`src/apmc_pkg.sv`:
```
/*
  Shared constants and types for the accelerometer power-mode controller:
  register offsets, field positions, reset values, rate codes, timing.
  Assumes a 50 MHz core clock and a serial slave front end outside.
*/
package apmc_pkg;

  // Register offsets
  localparam logic [5:0] APMC_ADDR_INACT_THRESH = 6'h25;
  localparam logic [5:0] APMC_ADDR_INACT_TIME = 6'h26;
  localparam logic [5:0] APMC_ADDR_DATA_RATE = 6'h2C;
  localparam logic [5:0] APMC_ADDR_POWER = 6'h2D;

  // Field positions
  localparam int APMC_PC_MEASURE = 3;
  localparam int APMC_PC_AUTO_SLEEP = 4;
  localparam int APMC_PC_LINK = 5;
  localparam int APMC_DR_LOW_POWER = 4;

  // Reset values
  localparam logic [7:0] APMC_RST_DATA_RATE = 8'h0A;
  localparam logic [7:0] APMC_RST_POWER = 8'h00;
  localparam logic [7:0] APMC_RST_INACT = 8'h00;
  localparam logic [7:0] APMC_RD_ZERO = 8'h00;

  // Rate codes
  localparam logic [3:0] APMC_RATE_MAX = 4'hF;
  localparam logic [3:0] APMC_RATE_MIN = 4'h6;
  localparam logic [3:0] APMC_RATE_LP_LO = 4'h7;
  localparam logic [3:0] APMC_RATE_LP_HI = 4'hC;
  localparam logic [3:0] APMC_RATE_SLEEP = 4'h6;

  // Timing
  localparam int APMC_CLK_MHZ = 50;
  localparam int APMC_FAST_ODR_HZ = 3200;
  localparam int APMC_T_WAKE_EXTRA_US = 1100;
  localparam int APMC_WAKE_EXTRA_CYC = APMC_T_WAKE_EXTRA_US * APMC_CLK_MHZ;
  localparam int APMC_FAST_PERIOD_CYC = (APMC_CLK_MHZ * 1_000_000) / APMC_FAST_ODR_HZ;
  localparam int APMC_CNT_W = 24;

  typedef enum logic [1:0] {APMC_STANDBY, APMC_WAKE, APMC_MEASURE, APMC_SLEEP} apmc_state_t;

  // One completed byte access from the serial front end
  typedef struct packed {
    logic wr;
    logic rd;
    logic [5:0] addr;
    logic [7:0] data;
  } apmc_req_t;

  typedef struct packed {
    logic measuring;
    logic waking;
    logic asleep;
    logic low_power_active;
    logic [3:0] eff_rate;
  } apmc_status_t;

endpackage

```
`src/apmc_ticker.sv`:
```
/*
  Sample-period divider: one-cycle tick every 'period' core clocks while run.
  Assumes period is at least 2 and held stable between restarts.
*/
`timescale 1ns/1ps
module apmc_ticker
  import apmc_pkg::*;
#(
  parameter int CNT_W = APMC_CNT_W
)
(
  // Clock and reset
  input wire logic core_clk,
  input wire logic rst,
  // Control
  input wire logic run,
  input wire logic restart,
  input wire logic [CNT_W-1:0] period,
  // Event
  output logic tick_r
);

  logic [CNT_W-1:0] cnt_r;

  always_ff @(posedge core_clk)
  begin
    if (rst || !run || restart)
    begin
      cnt_r <= '0;
    end
    else if (cnt_r >= period - CNT_W'(1))
    begin
      cnt_r <= '0;
    end
    else
    begin
      cnt_r <= cnt_r + CNT_W'(1);
    end
  end

  always_ff @(posedge core_clk)
  begin
    if (rst || !run || restart)
    begin
      tick_r <= 1'b0;
    end
    else
    begin
      tick_r <= (cnt_r >= period - CNT_W'(1));
    end
  end

endmodule

```
`src/apmc_core.sv`:
```
/*
  Power-mode controller: standby, wake-up, measurement and auto-sleep,
  with its four control registers behind the serial slave's byte port.
  Assumes the front end pulses req.wr only after a full data byte and
  that the inactivity detector runs on core_clk.
*/
`timescale 1ns/1ps

// Function
// - Power-up lands in standby, sensing off
// - Measure bit enters measurement, clearing returns standby
// - All registers accessible while in standby
// - No samples taken while in standby
// - Standby keeps stored samples, no flush
// - Four-bit code selects output data rate
// - Low power bit reduces internal sampling (here only flagged for rate codes 7 to C, in measurement)
// - Auto-sleep drops below 8 Hz when inactive
// - First data after period plus 1.1 ms
module apmc_core
  import apmc_pkg::*;
#(
  parameter int CNT_W = APMC_CNT_W,
  parameter int FAST_PERIOD_CYC = APMC_FAST_PERIOD_CYC,
  parameter int WAKE_EXTRA_CYC = APMC_WAKE_EXTRA_CYC
)
(
  // Clock and reset
  input wire logic core_clk,
  input wire logic rst,
  // Byte port from serial slave
  input wire apmc_req_t req,
  output logic [7:0] reg_rdata_r,
  output logic reg_rvalid_r,
  // Inactivity detector
  input wire logic inactive,
  output logic [7:0] inact_thresh_r,
  output logic [7:0] inact_time_r,
  // Sensing datapath
  output logic sample_tick,
  output logic first_data_r,
  output apmc_status_t status_r
);

  ////////////////////////////////////////////////////////////////////////////
  logic [7:0] rate_ctl_r;
  logic [7:0] power_control_r;
  apmc_state_t state_r;
  apmc_state_t state_nxt;
  logic [CNT_W-1:0] wake_cnt_r;
  logic [3:0] eff_rate;
  logic [CNT_W-1:0] period;
  logic lp_nxt;
  logic measure;
  logic sleep_ok;

  // Codes below the slowest documented rate run at that rate
  function automatic logic [3:0] clamp_rate(input logic [3:0] code);
    clamp_rate = (code < APMC_RATE_MIN) ? APMC_RATE_MIN : code;
  endfunction

  // Each code step down doubles the period of the fastest rate
  function automatic logic [CNT_W-1:0] period_of(input logic [3:0] code);
    logic [3:0] sh;
    sh = APMC_RATE_MAX - clamp_rate(code);
    period_of = CNT_W'(FAST_PERIOD_CYC) << sh;
  endfunction

  ////////////////////////////////////////////////////////////////////////////
  // Register writes, applied on the completed-byte strobe only
  always_ff @(posedge core_clk)
  begin
    if (rst)
    begin
      inact_thresh_r <= APMC_RST_INACT;
      inact_time_r <= APMC_RST_INACT;
      rate_ctl_r <= APMC_RST_DATA_RATE;
      power_control_r <= APMC_RST_POWER;
    end
    else if (req.wr)
    begin
      if (req.addr == APMC_ADDR_INACT_THRESH)
      begin
        inact_thresh_r <= req.data;
      end
      else if (req.addr == APMC_ADDR_INACT_TIME)
      begin
        inact_time_r <= req.data;
      end
      else if (req.addr == APMC_ADDR_DATA_RATE)
      begin
        rate_ctl_r <= req.data;
      end
      else if (req.addr == APMC_ADDR_POWER)
      begin
        power_control_r <= req.data;
      end
    end
  end

  // Reads answer in any mode; unmapped addresses read zero
  always_ff @(posedge core_clk)
  begin
    if (rst)
    begin
      reg_rdata_r <= APMC_RD_ZERO;
      reg_rvalid_r <= 1'b0;
    end
    else
    begin
      reg_rvalid_r <= req.rd;
      if (!req.rd)
      begin
        reg_rdata_r <= reg_rdata_r;
      end
      else if (req.addr == APMC_ADDR_INACT_THRESH)
      begin
        reg_rdata_r <= inact_thresh_r;
      end
      else if (req.addr == APMC_ADDR_INACT_TIME)
      begin
        reg_rdata_r <= inact_time_r;
      end
      else if (req.addr == APMC_ADDR_DATA_RATE)
      begin
        reg_rdata_r <= rate_ctl_r;
      end
      else if (req.addr == APMC_ADDR_POWER)
      begin
        reg_rdata_r <= power_control_r;
      end
      else
      begin
        reg_rdata_r <= APMC_RD_ZERO;
      end
    end
  end

  ////////////////////////////////////////////////////////////////////////////
  assign measure = power_control_r[APMC_PC_MEASURE];
  assign sleep_ok = power_control_r[APMC_PC_AUTO_SLEEP] && power_control_r[APMC_PC_LINK];
  assign eff_rate = (state_r == APMC_SLEEP) ? APMC_RATE_SLEEP : clamp_rate(rate_ctl_r[3:0]);
  assign period = period_of(eff_rate);
  // Reduced internal sampling only pays off inside this band
  assign lp_nxt = rate_ctl_r[APMC_DR_LOW_POWER] && (eff_rate >= APMC_RATE_LP_LO)
    && (eff_rate <= APMC_RATE_LP_HI) && (state_r == APMC_MEASURE);

  always_comb
  begin
    state_nxt = state_r;
    case (state_r)
      APMC_STANDBY:
      begin
        if (measure)
        begin
          state_nxt = APMC_WAKE;
        end
      end
      APMC_WAKE:
      begin
        if (!measure)
        begin
          state_nxt = APMC_STANDBY;
        end
        else if (wake_cnt_r == '0)
        begin
          state_nxt = APMC_MEASURE;
        end
      end
      APMC_MEASURE:
      begin
        if (!measure)
        begin
          state_nxt = APMC_STANDBY;
        end
        else if (sleep_ok && inactive)
        begin
          state_nxt = APMC_SLEEP;
        end
      end
      default:
      begin
        if (!measure)
        begin
          state_nxt = APMC_STANDBY;
        end
        else if (!inactive || !sleep_ok)
        begin
          state_nxt = APMC_WAKE;
        end
      end
    endcase
  end

  always_ff @(posedge core_clk)
  begin
    if (rst)
    begin
      state_r <= APMC_STANDBY;
    end
    else
    begin
      state_r <= state_nxt;
    end
  end

  // Turn-on and wake-up settle: one output period plus fixed overhead
  always_ff @(posedge core_clk)
  begin
    if (rst)
    begin
      wake_cnt_r <= '0;
      first_data_r <= 1'b0;
    end
    else
    begin
      first_data_r <= (state_r == APMC_WAKE) && (state_nxt == APMC_MEASURE);
      if (state_r != APMC_WAKE && state_nxt == APMC_WAKE)
      begin
        wake_cnt_r <= period_of(rate_ctl_r[3:0]) + CNT_W'(WAKE_EXTRA_CYC);
      end
      else if (state_r == APMC_WAKE && wake_cnt_r != '0)
      begin
        wake_cnt_r <= wake_cnt_r - CNT_W'(1);
      end
    end
  end

  always_ff @(posedge core_clk)
  begin
    if (rst)
    begin
      status_r <= '0;
    end
    else
    begin
      status_r.measuring <= (state_nxt == APMC_MEASURE);
      status_r.waking <= (state_nxt == APMC_WAKE);
      status_r.asleep <= (state_nxt == APMC_SLEEP);
      status_r.low_power_active <= lp_nxt;
      status_r.eff_rate <= eff_rate;
    end
  end

  // Standby only stops the tick; buffered samples are never flushed here
  apmc_ticker #(
    .CNT_W(CNT_W)
  ) u_ticker (
    .core_clk(core_clk),
    .rst(rst),
    .run((state_r == APMC_MEASURE) || (state_r == APMC_SLEEP)),
    .restart(state_r != state_nxt),
    .period(period),
    .tick_r(sample_tick)
  );
endmodule

```
`config.mk`:
```
export PLATFORM = sky130hd
export DESIGN_NAME = apmc_core
export DESIGN_NICKNAME = d
export VERILOG_FILES = /design/src/apmc_pkg.sv /design/src/apmc_ticker.sv /design/src/apmc_core.sv
export SDC_FILE = /design/constraint.sdc
export NUM_CORES = 1
export LEC_CHECK = 0
export BUFFER_PORTS_ARGS = -buffer_cell sky130_fd_sc_hd__buf_2
export CAP_MARGIN = 25
export CORE_AREA = 2 2 167 169
export DETAILED_ROUTE_END_ITERATION = 10
export DIE_AREA = 0 0 169 171
export PLACE_DENSITY_LB_ADDON = 0.08
export SLEW_MARGIN = 20
export SYNTH_ARGS = -nofsm -noshare
export SYNTH_HDL_FRONTEND = slang
export SYNTH_SLANG_ARGS = --single-unit
```
`constraint.sdc`:
```
create_clock -name core_clk -period 5.3 [get_ports core_clk]
set_clock_uncertainty 0.15 [all_clocks]
set_input_delay 0.795 -clock core_clk [delete_from_list [all_inputs] [get_ports core_clk]]
set_output_delay 0.795 -clock core_clk [all_outputs]
set_load 0.01 [all_outputs]
```
==> flow_summary.yaml <==
status:
  status: "complete, no violations"
pwr:
  pwr-share-comb: 0.050
  switching_share: 0.281
  clkPwrFrac: 0.462
  ir_drop_mv: 0.130
  power_density_nw_per_um2: 205
  p_sw_uw: 442
  power.share.sequential: 0.488
  p_leak_nw: 3.09
  total_power_mw: 1.57
  p_int_mw: 1.13
cells_and_area:
  n_fill_cell: 2991
  antenna_cells: 0
  stdcell_count: 1213
  drive_above_1_share: 0.145
  area_delta_synth_final_pct: 14.2
  final_area_um2: 7680
  nets: 921
routing:
  drc: 0
  wl_um: 21600
  first_pass_iters: 6
  dr_total_vias: 6161
  wl_per_cell_um: 17.8
  via_per_inst: 5.08
  antenna_left: 0
  drt_iter0_drc: 444
cts:
  cts_buffers: 9
  cts.sink_count: 101
  cts_max_level: 3
  worstSkewPairLatency_ns: 0.37
  cts.clk_slew.worst_paths_ns: 0.10
  cts.path.max_buffers: 2
  root_buffer: "clkbuf_16"
  cts_tree: "built"
synth:
  synth_top_family_by_area: "simple AND/OR/NAND/NOR gates"
  yosys_register_bits: 101
  syn_area_per_cell_um2: 8.07
  syn-num-nets: 892
  synthAdderAreaFrac: 0.0744
  synthSimpleGateAreaFrac: 0.255
  syn-instance-count: 833
  synthXorXnorAreaFrac: 0.0664
  synth-edff-count: 0
  ys.flop_type: "dfxtp_1"
  synth.distinct_cells: 72
  syn_area_um2: 6720
  synth_compound_area_frac: 0.215
  async_flop_share: 0
  synth-warning-count: 0
  seq_area_frac_synth: 0.301
  synth.area.mux_share: 0.0417
placement:
  portBuffers: 53
  place_area_um2: 7350
  gp_congestion: 0.773
  dp_slack_ns: 0.392
  placed_cells: 1194
  dp_hpwl_um: 15400
sta:
  period_needed_ns: 4.87
  fin_ws_ns: 0.427
  report.final.setup_viol: 0
  finalMaxSlewViolations: 0
  slew_headroom: 0.463
  fin_crit_sh: 0.920
  finalHoldViolCount: 0
  setup_tns_ns: 0
  fmax_ghz: 0.205
  worstMarginPinSlew_ns: 0.804
  rsz0062_at_grt: "no"
grt:
  antenna_found_initial: 1
  grt_pass1_vias: 5955
  grt-ovfl-total: 0
  grt_usage: 0.151
  grt_pass1_wl_um: 34400
  grt_max_degree: 64
floorplan:
  core_um2: 27300
  initial_core_util: 0.246
  fp.dieH_um: 171
  die_area_um2: 28900
  fp.dieW_um: 169
  num_rows: 61
  io_pins: 54
setup_path:
  crit_arrival_ns: 4.99
  cp_data_required_time_ns: 5.41
  crit_path_end_kind: "flip-flop"
  critPathMaxFanout: 19
  path_class: "reg -> reg"
  r2r-start: "rate_ctl_r[1]"
  start_kind: "flip-flop"
  startpoint: "rate_ctl_r[1]"
flow_run:
  cap_violations: 0
worst_hold_path:
  worstHoldStart: "power_control_r[1]"
  hp-class: "reg -> reg"
## final timing paths
path                                      endpoint  slack [ns]  cells past startpoint
worst max-delay path            u_ticker.cnt_r[17]        0.43                     19
worst min register to register  power_control_r[1]        0.31                      2
worst max register to register  u_ticker.cnt_r[17]        0.43                     19
worst min-delay path            power_control_r[1]        0.31                      2
## power groups by stage
stage                     Combinational, mW  Clock (mW)  Sequential [mW]
after global placement               0.0804           0            0.786
after global routing                 0.0873       0.780            0.769
final                                0.0787       0.727            0.768
after detailed placement             0.0798           0            0.785
after CTS                            0.0801       0.748            0.768
after floorplan                      0.0463           0            0.787
## critical path, stage by stage, from the launching register on
cell and delay [ns]:
dfxtp_1 0.37, and2_1 0.20, o211ai_1 0.40, inv_1 0.17
ha_1 0.34, nor4_1 0.27, a21oi_1 0.09, o31ai_1 0.28
buf_4 0.17, and3_1 0.26, nand3_1 0.16, o22a_1 0.25
ha_1 0.29, a21o_1 0.18, a21o_1 0.16, a21oi_1 0.15
o21ai_1 0.08, buf_4 0.20, or2_2 0.36, a211oi_1 0.24
## metrics by stage
stage,hold slack [ns],util
CTS,0.312,0.280
global route,0.343,0.281
global placement,0.298,0.269
floorplan,0.277,-
finish,0.312,0.281
detailed placement,0.297,0.269
## registers in the layout (all words and copies together) (netlist names)
signal and cells:
u_ticker.cnt_r 24, wake_cnt_r 24, inact_thresh_r 8, inact_time_r 8
power_control_r 8, rate_ctl_r 8, reg_rdata_r 8, status_r 8
state_r 2, first_data_r 1, reg_rvalid_r 1, u_ticker.tick_r 1
## cell usage after synthesis, types with 12 or more instances
cell,instances,area (um^2)
xnor2_1,23,201
nor3_1,28,140
a211oi_1,21,158
o21ai_0,26,130
nor2_1,69,259
a2111oi_0,15,131
nand3_1,36,180
a21oi_1,47,235
mux2i_1,19,190
nor4_1,12,75.1
inv_1,17,63.8
clkbuf_1,49,184
xor2_1,28,245
nand2_1,79,297
ha_1,40,500
and3_1,16,100
dfxtp_1,101,2020
nor2b_1,14,87.6
## layer usage
metal | global-route usage | share of wire | wire length, um | vias to the layer above
li1 | - | - | - | 3139
met1 | 0.213 | 0.50 | 10900 | 2906
met2 | 0.237 | 0.45 | 9690 | 96
met3 | 0.0268 | 0.033 | 714 | 18
met4 | 0.0383 | 0.015 | 321 | 2
met5 | 0 | 0.00065 | 14 | -
## logic make-up after synthesis
| logic type | count (synthesis) |
|---|---|
| simple gates | 331 |
| compound gates | 205 |
| flops | 101 |
| buf+inv | 77 |
| xor+xnor | 51 |
| fa+ha+maj | 40 |
| mux | 27 |
| other cells | 1 |
## area by class of cell
class                      instances  area (um^2)  share of cell area
clock buffer                       9          225              0.0293
clock inverter                     7         86.3              0.0112
inverter                          17         63.8             0.00831
multi-input combinational        655         4400               0.572
sequential                       101         2020               0.263
tap                              346          433              0.0564
timing repair buffer              78          453              0.0590
## placed cells by master, fill, tap and decap left out, types with 6 or more instances in the layout
master,instances
a2111oi_0,15
a211oi_1,21
a21o_1,11
a21oi_1,47
a222oi_1,8
a311oi_1,11
a31oi_1,8
and2_1,9
and3_1,16
buf_2,53
buf_4,25
clkbuf_16,9
dfxtp_1,101
ha_1,40
inv_1,17
mux2_2,6
mux2i_1,19
nand2_1,79
nand2b_1,11
nand3_1,36
nand4_1,11
nor2_1,69
nor2b_1,14
nor3_1,28
nor4_1,12
o211ai_1,10
o21ai_0,26
or2_2,9
or3_1,10
xnor2_1,23
xor2_1,28
## timing repair
item / 4_1_cts / 5_1_grt
endpoints found under the setup margin: 0 / 7
resized for setup: 0 / 0
hold buffers: 0 / 0
setup buffers: 0 / 3
endpoints found under the hold margin: 0 / 0
Power figures use the tool's default switching activity.
